**src/rtl/rcd_pkg.sv**
```systemverilog
package rcd_pkg;
    localparam int NUM_CH                = 8;
    localparam int FRAME_BITS            = 16;
    localparam int CLK_PERIOD_NS         = 4;
    localparam int DIAG_FILTER_US        = 30;
    localparam int OVL_DELAY_US          = 11;
    localparam int OT_FILTER_US          = 1;
    localparam int DIAG_FILTER_CYC       = (DIAG_FILTER_US * 1000 + CLK_PERIOD_NS - 1) / CLK_PERIOD_NS;
    localparam int OVL_DELAY_CYC         = (OVL_DELAY_US * 1000 + CLK_PERIOD_NS - 1) / CLK_PERIOD_NS;
    localparam int OT_FILTER_CYC         = (OT_FILTER_US * 1000 + CLK_PERIOD_NS - 1) / CLK_PERIOD_NS;
    localparam int CNT_W                 = 14;
    localparam int BITCNT_W              = 8;
    localparam logic [15:0] CMD_RESET    = 16'hFFFF;
    localparam logic [15:0] DIAG_RESET   = 16'hFFFF;
    localparam logic [1:0] CMD_CLEAR     = 2'h0;
    localparam logic [1:0] CMD_INPUT     = 2'h1;
    localparam logic [1:0] CMD_ON        = 2'h2;
    localparam logic [1:0] CMD_OFF       = 2'h3;
    // Two-bit diagnosis codes per channel
    localparam logic [1:0] DIAG_OVERLOAD = 2'h0;
    localparam logic [1:0] DIAG_GND      = 2'h1;
    localparam logic [1:0] DIAG_OPEN     = 2'h2;
    localparam logic [1:0] DIAG_NONE     = 2'h3;
    typedef enum logic [3:0] {
        RCD_NORMAL  = 4'b0001,
        RCD_OT_HOLD = 4'b0010,
        RCD_LOCKED  = 4'b0100,
        RCD_CLEARED = 4'b1000
    } rcd_state_t;
endpackage : rcd_pkg

```
**src/rtl/rcd_channel.sv**
```systemverilog
`timescale 1ns/100ps
module rcd_channel
    import rcd_pkg::*;
#(
    parameter int DIAG_FILT = DIAG_FILTER_CYC,
    parameter int OVL_DLY   = OVL_DELAY_CYC,
    parameter int OT_FILT   = OT_FILTER_CYC
) (
    // Clock and reset
    input  wire logic             clk,
    input  wire logic             nrst,
    // Control
    input  wire logic [1:0]       cmd,
    input  wire logic             in_pin,
    // Comparators and sensors, already synchronised
    input  wire logic             below_gnd,
    input  wire logic             below_open,
    input  wire logic             overtemp,
    input  wire logic             clamping,
    input  wire logic             overload,
    // Results
    output logic                  gate_on,
    output logic                  diag_current_en,
    output logic [1:0]            diag_code
);
    rcd_state_t       state_reg, state_next;
    logic [1:0]       code_reg, code_next;
    logic [CNT_W-1:0] gnd_cnt_reg, gnd_cnt_next;
    logic [CNT_W-1:0] open_cnt_reg, open_cnt_next;
    logic [CNT_W-1:0] ovl_cnt_reg, ovl_cnt_next;
    logic [CNT_W-1:0] ot_cnt_reg, ot_cnt_next;
    logic             want_on, locked, is_on, is_off_diag;
    logic             gnd_cond, open_cond, ot_cond;
    logic             gnd_hit, open_hit, ovl_hit, ot_hit;

    function automatic logic [CNT_W-1:0] filt_step(input logic cond, input logic [CNT_W-1:0] cnt, input int lim);
        if (!cond) begin
            filt_step = '0;
        end else if (cnt < CNT_W'(lim)) begin
            filt_step = cnt + CNT_W'(1);
        end else begin
            filt_step = cnt;
        end
    endfunction : filt_step

    always_comb begin
        want_on     = (cmd == CMD_ON) || (cmd == CMD_INPUT && in_pin);
        locked      = (state_reg == RCD_LOCKED) || (state_reg == RCD_OT_HOLD);
        is_on       = want_on && !locked;
        // Off diagnosis only in OFF or input-low, never in clear
        is_off_diag = (cmd == CMD_OFF) || (cmd == CMD_INPUT && !in_pin);
        // below ground threshold is short, between is open
        gnd_cond    = is_off_diag && below_gnd;
        open_cond   = is_off_diag && !below_gnd && below_open;
        // counted only when on or clamping
        ot_cond     = overtemp && (is_on || clamping) && cmd != CMD_CLEAR;
        gnd_cnt_next  = filt_step(gnd_cond, gnd_cnt_reg, DIAG_FILT);
        open_cnt_next = filt_step(open_cond, open_cnt_reg, DIAG_FILT);
        ovl_cnt_next  = filt_step(overload && is_on, ovl_cnt_reg, OVL_DLY);
        ot_cnt_next   = filt_step(ot_cond, ot_cnt_reg, OT_FILT);
        gnd_hit  = gnd_cnt_reg == CNT_W'(DIAG_FILT);
        open_hit = open_cnt_reg == CNT_W'(DIAG_FILT);
        ovl_hit  = ovl_cnt_reg == CNT_W'(OVL_DLY);
        ot_hit   = ot_cnt_reg == CNT_W'(OT_FILT);
        code_next  = code_reg;
        state_next = state_reg;
        if (cmd == CMD_CLEAR) begin
            code_next = DIAG_NONE;
            if (!overtemp && !clamping) begin
                state_next = RCD_CLEARED;
            end
        end else begin
            // Leave the cleared state first so a fault in the same cycle still locks
            if (state_reg == RCD_CLEARED) begin
                state_next = RCD_NORMAL;
            end
            if (ovl_hit) begin
                code_next  = DIAG_OVERLOAD;
                state_next = RCD_LOCKED;
            end else if (ot_hit) begin
                state_next = RCD_OT_HOLD;
            end else if (code_reg != DIAG_OVERLOAD) begin
                if (gnd_hit) begin
                    code_next = DIAG_GND;
                end else if (open_hit && code_reg != DIAG_GND) begin
                    code_next = DIAG_OPEN;
                end
            end
        end
    end

    always_ff @(posedge clk) begin
        if (!nrst) begin
            state_reg    <= RCD_NORMAL;
            code_reg     <= DIAG_NONE;
            gnd_cnt_reg  <= '0;
            open_cnt_reg <= '0;
            ovl_cnt_reg  <= '0;
            ot_cnt_reg   <= '0;
        end else begin
            state_reg    <= state_next;
            code_reg     <= code_next;
            gnd_cnt_reg  <= gnd_cnt_next;
            open_cnt_reg <= open_cnt_next;
            ovl_cnt_reg  <= ovl_cnt_next;
            ot_cnt_reg   <= ot_cnt_next;
        end
    end

    // unclamped off overtemp term never blocks: while is_on, ot_cond is set whenever overtemp is
    assign gate_on         = is_on && !(overtemp && state_reg == RCD_NORMAL && !ot_cond) && !ovl_hit && !ot_hit;
    assign diag_current_en = cmd != CMD_CLEAR && !want_on;
    assign diag_code       = code_reg;
endmodule : rcd_channel

```
**src/rtl/rcd_top.sv**
```systemverilog
`timescale 1ns/100ps
module rcd_top
    import rcd_pkg::*;
#(
    parameter int DIAG_FILT = DIAG_FILTER_CYC,
    parameter int OVL_DLY   = OVL_DELAY_CYC,
    parameter int OT_FILT   = OT_FILTER_CYC
) (
    // Clock and reset
    input  wire logic              clk,
    input  wire logic              nrst,
    // Serial port pins
    input  wire logic              cs_n,
    input  wire logic              sclk,
    input  wire logic              sdi,
    output logic                   sdo,
    output logic                   sdo_oe,
    // Channel pins and analog status
    input  wire logic [NUM_CH-1:0] in_pins,
    input  wire logic [NUM_CH-1:0] below_gnd,
    input  wire logic [NUM_CH-1:0] below_open,
    input  wire logic [NUM_CH-1:0] overtemp,
    input  wire logic [NUM_CH-1:0] clamping,
    input  wire logic [NUM_CH-1:0] overload,
    // Channel outputs and standby flag
    output logic [NUM_CH-1:0]      gate_on,
    output logic [NUM_CH-1:0]      diag_current_en,
    output logic                   standby
);
    import rcd_pkg::*;
    localparam int SW = 3 + 6 * NUM_CH;
    logic [SW-1:0]       s1_reg, s2_reg, s3_reg;
    logic                cs_n_s, sclk_s, sdi_s, cs_n_d, sclk_d;
    logic [SW-1:0]       pin_vec;
    logic [15:0]         cmd_reg, cmd_next;
    logic [15:0]         rx_reg, rx_next;
    logic [16:0]         tx_reg, tx_next;
    logic [BITCNT_W-1:0] bits_reg, bits_next;
    logic                ter_reg, ter_next;
    logic                sdo_reg, sdo_next;
    logic                cs_fall, cs_rise, sclk_fall, sclk_rise;
    logic [15:0]         diag_vec;
    logic [NUM_CH-1:0]   g_on;

    ////////////////////////////////////////////////////////////////////////////
    // Two-stage synchronisers, third stage for edge detection
    assign pin_vec = {cs_n, sclk, sdi, in_pins, below_gnd, below_open, overtemp, clamping, overload};
    always_ff @(posedge clk) begin
        if (!nrst) begin
            // Idle levels: deselected, link clock low, so no false edge after reset
            s1_reg <= {3'h4, {(SW-3){1'b0}}};
            s2_reg <= {3'h4, {(SW-3){1'b0}}};
            s3_reg <= {3'h4, {(SW-3){1'b0}}};
        end else begin
            s1_reg <= pin_vec;
            s2_reg <= s1_reg;
            s3_reg <= s2_reg;
        end
    end
    assign cs_n_s    = s2_reg[SW-1];
    assign sclk_s    = s2_reg[SW-2];
    assign sdi_s     = s2_reg[SW-3];
    assign cs_n_d    = s3_reg[SW-1];
    assign sclk_d    = s3_reg[SW-2];
    assign cs_fall   = cs_n_d && !cs_n_s;
    assign cs_rise   = !cs_n_d && cs_n_s;
    assign sclk_fall = !cs_n_s && sclk_d && !sclk_s;
    assign sclk_rise = !cs_n_s && !sclk_d && sclk_s;

    ////////////////////////////////////////////////////////////////////////////
    // Channels
    for (genvar i = 0; i < NUM_CH; i++) begin : g_ch
        rcd_channel #(
            .DIAG_FILT (DIAG_FILT),
            .OVL_DLY   (OVL_DLY),
            .OT_FILT   (OT_FILT)
        ) u_ch (
            .clk             (clk),
            .nrst            (nrst),
            .cmd             (cmd_reg[2*i+1:2*i]),
            .in_pin          (s2_reg[5*NUM_CH+i]),
            .below_gnd       (s2_reg[4*NUM_CH+i]),
            .below_open      (s2_reg[3*NUM_CH+i]),
            .overtemp        (s2_reg[2*NUM_CH+i]),
            .clamping        (s2_reg[NUM_CH+i]),
            .overload        (s2_reg[i]),
            .gate_on         (g_on[i]),
            .diag_current_en (diag_current_en[i]),
            .diag_code       (diag_vec[2*i+1:2*i])
        );
    end

    ////////////////////////////////////////////////////////////////////////////
    // Serial slave
    always_comb begin
        cmd_next  = cmd_reg;
        rx_next   = rx_reg;
        tx_next   = tx_reg;
        bits_next = bits_reg;
        ter_next  = ter_reg;
        sdo_next  = sdo_reg;
        if (cs_fall) begin
            tx_next   = {ter_reg, diag_vec};
            bits_next = '0;
            sdo_next  = ter_reg | sdi_s;
        end else if (sclk_rise) begin
            sdo_next = bits_reg == '0 ? tx_reg[15] : tx_reg[14];
            if (bits_reg != '0) begin
                tx_next = {tx_reg[16], tx_reg[14:0], rx_reg[15]};
            end
        end else if (sclk_fall) begin
            rx_next = {rx_reg[14:0], sdi_s};
            if (bits_reg != '1) begin
                bits_next = bits_reg + BITCNT_W'(1);
            end
        end else if (cs_rise) begin
            if (bits_reg[2:0] == 3'h0 && bits_reg >= BITCNT_W'(FRAME_BITS)) begin
                cmd_next = rx_reg;
                ter_next = 1'b0;
            end
        end
        if (cmd_reg == 16'h0000 && cs_n_s && !cs_rise) begin
            // Standby defaults only between frames, so a frame can still leave standby
            rx_next = 16'h0000;
            tx_next = {ter_reg, DIAG_RESET};
        end
    end

    always_ff @(posedge clk) begin
        if (!nrst) begin
            cmd_reg  <= CMD_RESET;
            rx_reg   <= '0;
            tx_reg   <= '0;
            bits_reg <= '0;
            ter_reg  <= 1'b1;
            sdo_reg  <= 1'b0;
        end else begin
            cmd_reg  <= cmd_next;
            rx_reg   <= rx_next;
            tx_reg   <= tx_next;
            bits_reg <= bits_next;
            ter_reg  <= ter_next;
            sdo_reg  <= sdo_next;
        end
    end

    assign sdo     = sdo_reg;
    assign sdo_oe  = !cs_n_s;
    assign gate_on = g_on;
    assign standby = cmd_reg == 16'h0000;
endmodule : rcd_top

```
**config.mk**
```make
export PLATFORM = sky130hd
export DESIGN_NAME = rcd_top
export DESIGN_NICKNAME = d
export VERILOG_FILES = /design/src/rtl/rcd_pkg.sv /design/src/rtl/rcd_channel.sv /design/src/rtl/rcd_top.sv
export SDC_FILE = /design/constraint.sdc
export NUM_CORES = 1
export LEC_CHECK = 0
export ABC_AREA = 1
export BUFFER_PORTS_ARGS = -buffer_cell sky130_fd_sc_hd__buf_2
export CORE_AREA = 2 2 316 475
export DETAILED_ROUTE_END_ITERATION = 10
export DIE_AREA = 0 0 318 477
export PLACE_DENSITY = 0.4
export SLEW_MARGIN = 10
export SYNTH_ARGS = -nofsm -noshare
export SYNTH_HDL_FRONTEND = slang
export SYNTH_SLANG_ARGS = --single-unit
```
**constraint.sdc**
```tcl
create_clock -name clk -period 1.5 [get_ports clk]
set_input_delay 0.45 -clock clk [delete_from_list [all_inputs] [get_ports clk]]
set_output_delay 0.45 -clock clk [all_outputs]
set_load 0.02 [all_outputs]
```
==> results of run 1 <==
==> cell usage in the layout, fill, tap and decap left out, types with 9 or more instances in the layout <==
master         Yosys  final
a21oi_1          366    319
a21oi_2            8     52
buf_12             0     35
buf_2             38     51
buf_4             44    593
buf_6             13     73
clkbuf_1          21     17
clkbuf_16          0     89
clkbuf_8           0     16
clkinv_2           3     13
clkinvlp_4         0     16
dfxtp_1          658    558
dfxtp_2            0     98
dlygate4sd3_1      0     49
ha_1              66     48
ha_4               0     14
inv_1            653    580
inv_2             32     79
inv_4              1     21
nand2_1         1572   1481
nand2_2           17     75
nand2_4            0     33
nand3_1          333    281
nand3_2            8     42
nand3_4            0     20
nand3b_1          11     11
nand4_1          103    103
nor2_1           650    547
nor2_2            35     88
nor2_4            12     62
nor3_1           106     88
nor3_2             6     14
nor3_4             1     11
o211ai_1           9      9
o21ai_0           92     73
o21ai_1           15     26
o21ai_2            2     10
or2_2             11     11
xnor2_1           57     57
xor2_1           126    125
==> cell families after synthesis <==
group,after synthesis,synth area share
simple gates,2882,0.358
buf+inv,812,0.0997
flops,658,0.390
fa+ha+maj,66,0.0245
compound gates,514,0.0799
xor+xnor,183,0.0475
==> worst max-delay path: cells and delay by family (launching register included) <==
kind / cells / cell delay (ns)
and+or+nand+nor: 4 / 0.56
buffers and inverters: 2 / 0.26
DFF: 1 / 0.34
==> power groups by stage <==
stage / Combinational, mW / Sequential, mW / Clock [mW]
after detailed placement: 0.767 / 18.1 / 0
after floorplan: 0.367 / 18.1 / 0
after CTS: 0.896 / 17.7 / 21.4
final: 0.927 / 17.7 / 20.5
after global placement: 0.772 / 18.1 / 0
after global routing: 1.03 / 17.7 / 22.0
==> cell usage after synthesis <==
library cell,instances,share of area
xnor2_1,57,0.015
nand3_2,8,0.0024
a31oi_1,6,0.0011
nor3_1,106,0.016
o211ai_1,9,0.0020
o21ai_1,15,0.0022
o21ai_0,92,0.014
nand4_1,103,0.019
o21ai_2,2,0.00052
o31ai_4,1,0.00063
a21boi_1,5,0.0011
clkinv_1,3,0.00033
and3_1,1,0.00019
inv_4,1,0.00019
or2_2,11,0.0020
nor3_4,1,0.00048
buf_4,44,0.0098
a21oi_2,8,0.0021
nor4_1,1,0.00019
a21boi_0,9,0.0020
nor3_2,6,0.0018
nand3_1,333,0.049
inv_1,653,0.073
buf_6,13,0.0043
clkinv_2,3,0.00044
inv_2,32,0.0036
xor2_1,126,0.033
nand2_2,17,0.0032
buf_2,38,0.0056
or2_0,3,0.00056
nor2_1,650,0.072
dfxtp_1,658,0.39
nand4_4,1,0.00063
o21bai_1,1,0.00022
nand2_1,1572,0.17
nand3b_1,11,0.0024
nor2_4,12,0.0040
and2_1,8,0.0015
nor3b_1,3,0.00067
ha_1,66,0.024
buf_1,4,0.00044
a21oi_1,366,0.054
nor2_2,35,0.0065
clkbuf_1,21,0.0023
==> cell type report <==
| cell class | instances | area share |
|---|---|---|
| Antenna cell | 2 | 0.000106 |
| Clock buffer | 116 | 0.0500 |
| Clock inverter | 29 | 0.00798 |
| Inverter | 692 | 0.0570 |
| Multi-Input combinational cell | 3647 | 0.405 |
| Sequential cell | 658 | 0.282 |
| Tap cell | 1925 | 0.0510 |
| Timing Repair Buffer | 808 | 0.146 |
| Timing Repair inverter | 7 | 0.00103 |
==> metal layers <==
metal  track usage  vias up
met2         0.234      348
met3        0.0163      144
li1              -    17500
met4        0.0444        0
met1         0.142    15000
met5             0        -
==> worst max-delay path by stage <==
stage,from,endpoint,cells past startpoint
detailed placement,cmd_reg[5],gate_on[2],6
global route,g_ch[2].u_ch.ovl_cnt_reg[0],gate_on[2],8
global placement,cmd_reg[5],gate_on[2],6
finish,cmd_reg[1],standby,6
floorplan,g_ch[1].u_ch.ovl_cnt_reg[0],gate_on[1],10
CTS,cmd_reg[1],standby,6
==> through the flow <==
stage               setup TNS, ns  worst slack (ns)  hold slack [ns]  power, mW
floorplan                  -0.105           -0.0347            0.390       18.4
global placement           -20.88            -0.329            0.396       18.8
detailed placement         -22.88            -0.306            0.396       18.8
CTS                        -19.59            -0.868           0.0114       40.0
global route               -19.75            -0.883           0.0383       40.7
finish                     -11.44            -0.784           0.0720       39.1
==> timing repair <==
action | CTS | global route
gates cloned | 3 | 13
endpoints found under the hold margin | 49 | 0
setup endpoints to repair | 246 | 441
setup buffers | 54 | 48
pin swaps | 73 | 147
hold buffers | 49 | 0
gates resized for setup | 270 | 478
==> results.json, run 1 <==
{
  "status": "complete, but fails checks",
  "violations": "negative setup slack",
  "r2r_start": "cmd_reg[5]",
  "die_area_um2": 152000,
  "finalCriticalPeriod_ns": 2.28,
  "p_int_mw": 30.3,
  "hold_violations": 0,
  "required_ns": 1.05,
  "place_hpwl_um": 69700,
  "syn_avg_cell_area_um2": 6.60,
  "via_count": 33100,
  "gp_congestion": 0.789,
  "grt_overflow": 0,
  "worstMarginPinSlew_ns": 0.517,
  "slew_viol_final": 0,
  "nFillCells": 16100,
  "pwr-share-seq": 0.452,
  "htree_levels": 3,
  "holdPathEnd": "s1_reg[12]",
  "startpoint_type": "register",
  "fin_nets": 6013,
  "io_pins": 72,
  "regArea_um2": 13300,
  "hold_path.class": "in -> reg",
  "cp_max_fo": 2,
  "cts_tree": "built",
  "wl_met1_um": 41600,
  "drt_first_pass_iters": 5,
  "grt_max_degree": 35,
  "drt_iter0_markers": 1217,
  "cts-root-buf": "clkbuf_16",
  "syn_to_final_growth_pct": 39.9,
  "syn_nets": 5234,
  "grt_pass1_vias": 32700,
  "period_share": 1.52,
  "numPortBuffers": 71,
  "wl_met3_um": 2910,
  "ir_drop_mv": 0.649,
  "switchingPower_mw": 8.75,
  "drive_above_1_share": 0.260,
  "slowest_delay_ns": 0.34,
  "cts_buffers": 80,
  "path_cells": "nor2_4, nand2_2, nor3_4, buf_12, and3_4, buf_6",
  "p_clk_frac": 0.524,
  "clkLatencyLatePin_ns": 0.67,
  "crit_type": "reg -> out",
  "fin_worst_skew_ns": 0.0197,
  "ff2ff_setup_slack_ns": -0.11,
  "r2r-end": "g_ch[2].u_ch.gnd_cnt_reg[8]",
  "wl_met2_um": 49300,
  "synth_seq_cells": 658,
  "fmax_mhz": 438,
  "grt_pass1_wl_um": 158000,
  "rsz0062_at_grt": "true",
  "critPathArrivalTime_ns": 1.83,
  "clk_pin_slew_ns": 0.06,
  "whs_path_depth": 3,
  "slew-limit-headroom": 0.652,
  "dpl.cell_count": 7605,
  "die_w_um": 318,
  "final_util": 0.320,
  "ys_seq_area_frac": 0.390,
  "swShare": 0.224,
  "fin_area_um2": 47200,
  "track_usage": 0.124,
  "setup_viol": 38,
  "final_cells": 7884,
  "finalWirelength_um": 96400,
  "placedInstanceArea_um2": 40800,
  "multiInputGateArea_um2": 19100,
  "endpoint_kind": "output pin",
  "synth_cell_types": 44,
  "avgRoutedWirePerCell_um": 12.2,
  "min_from": "clamping[4]",
  "antenna_found_initial": 2,
  "crit_slowest_cell": "dfxtp_2",
  "rows": 173,
  "cts.sinks": 658,
  "syn-instance-count": 5115,
  "vias_per_cell": 4.19,
  "syn_area_um2": 33700,
  "p_leak_nw": 19.3,
  "start_util": 0.229,
  "cap_viol_max_count": 0,
  "power_density_nw_per_um2": 828,
  "drtAntennaViolNets": 0,
  "die_h_um": 477,
  "clockBufferDepth": 3,
  "reg2reg_depth": 11,
  "drc": 0,
  "core_um2": 147000,
  "p_comb_frac": 0.024,
  "yosys_warnings": 0,
  "highest_layer": "met4",
  "worst_slack_ns": -0.784
}
Power figures use the tool's default switching activity.
==> run 2: changes to the inputs <==
--- a/config.mk
+++ b/config.mk
@@ -7,10 +7,11 @@
 export LEC_CHECK = 0
 export ABC_AREA = 1
 export BUFFER_PORTS_ARGS = -buffer_cell sky130_fd_sc_hd__buf_2
-export CORE_AREA = 2 2 316 475
+export CORE_AREA = 2 2 386 388
 export DETAILED_ROUTE_END_ITERATION = 10
-export DIE_AREA = 0 0 318 477
+export DIE_AREA = 0 0 388 390
 export PLACE_DENSITY = 0.4
+export RECOVER_POWER = 50
 export SLEW_MARGIN = 10
 export SYNTH_ARGS = -nofsm -noshare
 export SYNTH_HDL_FRONTEND = slang
==> run 2 against run 1 <==
The run still ends with negative setup slack left. Cell area rose by 1.3%. Count of clock-buffer cells in the layout grew 5. Clock power increased by 4%. First-iteration DRC count rose by 4.8%. Worst hold slack gained 0.066 ns. Critical path type unchanged. Highest routed layer unchanged.
==> results.json, run 2 (synthesized netlist as in run 1, its figures left out) <==
{
  "status": "complete, but fails checks",
  "violations": "negative setup slack",
  "drt_first_pass_iters": 5,
  "use_met2": 0.202,
  "crit_path_start": "cmd_reg[5]",
  "clockBufferDepth": 3,
  "place_hpwl_um": 67300,
  "ir_drop_mv": 0.803,
  "start_util": 0.229,
  "grt_overflow": 0,
  "drtAntennaViolNets": 0,
  "cts-root-buf": "clkbuf_16",
  "setup_viol": 340,
  "grt_pass1_wl_um": 155000,
  "use_met3": 0.0208,
  "gp_congestion": 0.791,
  "hold_violations": 0,
  "cp_max_fo": 2,
  "rsz0062_at_grt": "true",
  "min_from": "overtemp[6]",
  "tns_ns": -40.49,
  "slowest_delay_ns": 0.32,
  "final_cell_mix": "1449 x nand2_1, 581 x inv_1, 581 x buf_4, 560 x dfxtp_1, 546 x nor2_1",
  "vias_per_cell": 4.14,
  "power_density_nw_per_um2": 837,
  "startpoint_type": "register",
  "clk_pin_slew_ns": 0.05,
  "final_cells": 7914,
  "hold_path.class": "in -> reg",
  "clkLatencyLatePin_ns": 0.69,
  "path_buf_inv": 4,
  "slew_viol_final": 0,
  "cts.sinks": 658,
  "fmax_mhz": 431,
  "cp_top_family": "buffers and inverters",
  "fin_nets": 6035,
  "cts_buffers": 86,
  "p_leak_nw": 19.5,
  "die_w_um": 388,
  "cap_viol_max_count": 0,
  "drive_above_1_share": 0.279,
  "rows": 141,
  "io_pins": 72,
  "die_area_um2": 151000,
  "finalCriticalPeriod_ns": 2.32,
  "syn_to_final_growth_pct": 41.8,
  "period_share": 1.55,
  "finalWirelength_um": 95500,
  "critPathArrivalTime_ns": 1.87,
  "path_cells": "inv_2, buf_6, nand2_4, nand2_4, nand3_4, nor3_2, buf_4, buf_6",
  "r2r_start": "cmd_reg[7]",
  "grt.busiest_layer": "met2",
  "dpl.cell_count": 7615,
  "required_ns": 1.05,
  "worstMarginPinSlew_ns": 1.07,
  "core_um2": 147000,
  "grt_max_degree": 36,
  "die_h_um": 390,
  "drc": 0,
  "worst_slack_ns": -0.820,
  "htree_levels": 3,
  "grt_pass1_vias": 31300,
  "antenna_found_initial": 1,
  "cts_tree": "built",
  "drt_iter0_markers": 1275,
  "gr-usage-met1": 0.162,
  "endpoint_kind": "output pin",
  "layout_commonest_cell": "nand2_1",
  "slew-limit-headroom": 0.286,
  "crit_type": "reg -> out",
  "n_antenna_cell": 0,
  "nFillCells": 16000,
  "crit_slowest_cell": "dfxtp_2",
  "track_usage": 0.122,
  "avgRoutedWirePerCell_um": 12.1,
  "via_count": 32800,
  "fin_worst_skew_ns": 0.0269,
  "numPortBuffers": 71
}
## run 2: cell count changes in the layout (fill, tap and decap cells not counted), sizes merged
cell and change:
clkbuf +20, clkinv +10, buf -4, diode -2, clkinvlp +1, dlygate4sd3 +1
dlymetal6s2s +1, inv -1, nand3 -1
## run 2: what timing repair did
item,4_1_cts,5_1_grt
hold endpoints to repair,50,0
endpoints found under the setup margin,205,492
hold buffers,50,0
pin swaps,95,166
cloned,3,19
resized for setup,330,594
setup buffers,76,58
## run 2: layout make-up
| cell class | count | area [um2] | share of cell area |
|---|---|---|---|
| inverter | 692 | 2730 | 0.0571 |
| sequential | 658 | 13300 | 0.278 |
| tap | 1930 | 2410 | 0.0505 |
| timing repair buffer | 821 | 6850 | 0.143 |
| clock buffer | 121 | 2540 | 0.0531 |
| multi-input combinational | 3646 | 19500 | 0.408 |
| clock inverter | 35 | 414 | 0.00866 |
| timing repair inverter | 11 | 90.1 | 0.00188 |
## run 2: worst paths after layout
kind                                                     end  slack [ns]  cells past startpoint
worst max register to register  g_ch[3].u_ch.gnd_cnt_reg[12]       -0.11                      9
worst max-delay path                              gate_on[2]       -0.82                      8
worst min register to register                    s2_reg[36]        0.40                      2
worst min-delay path                              s1_reg[22]        0.14                      3
## run 2: stage by stage
stage                     hold WS, ns  setup WS (ns)  utilization  power, mW  area [um2]
final                           0.138         -0.820        0.325       40.0       47800
after floorplan                 0.390        -0.0347            -       18.4       33900
after global placement          0.393         -0.405        0.277       18.8       40800
after detailed placement        0.397         -0.390        0.277       18.8       40800
after CTS                      0.0594         -0.905        0.311       41.0       45700
after global routing           0.0940         -0.925        0.325       41.7       47800
## run 2: tightest hold or removal path: cells and delay by family
kind	cells	cell delay [ns]
simple gates	1	0.15
buf+inv	2	0.17
## run 2: routing by layer
layer | vias to the layer above | share of wire | routed length (um)
li1 | 17600 | - | -
met1 | 14700 | 0.50 | 47600
met2 | 272 | 0.45 | 43100
met3 | 127 | 0.028 | 2680
met4 | 0 | 0.022 | 2120
met5 | - | 0 | 0
## run 2: report_power, final
group	leakage (nW)	switching, mW	internal, mW
logic	12.7	0.514	0.376
clock network	1.47	8.30	13.1
registers	5.36	0.0883	17.6
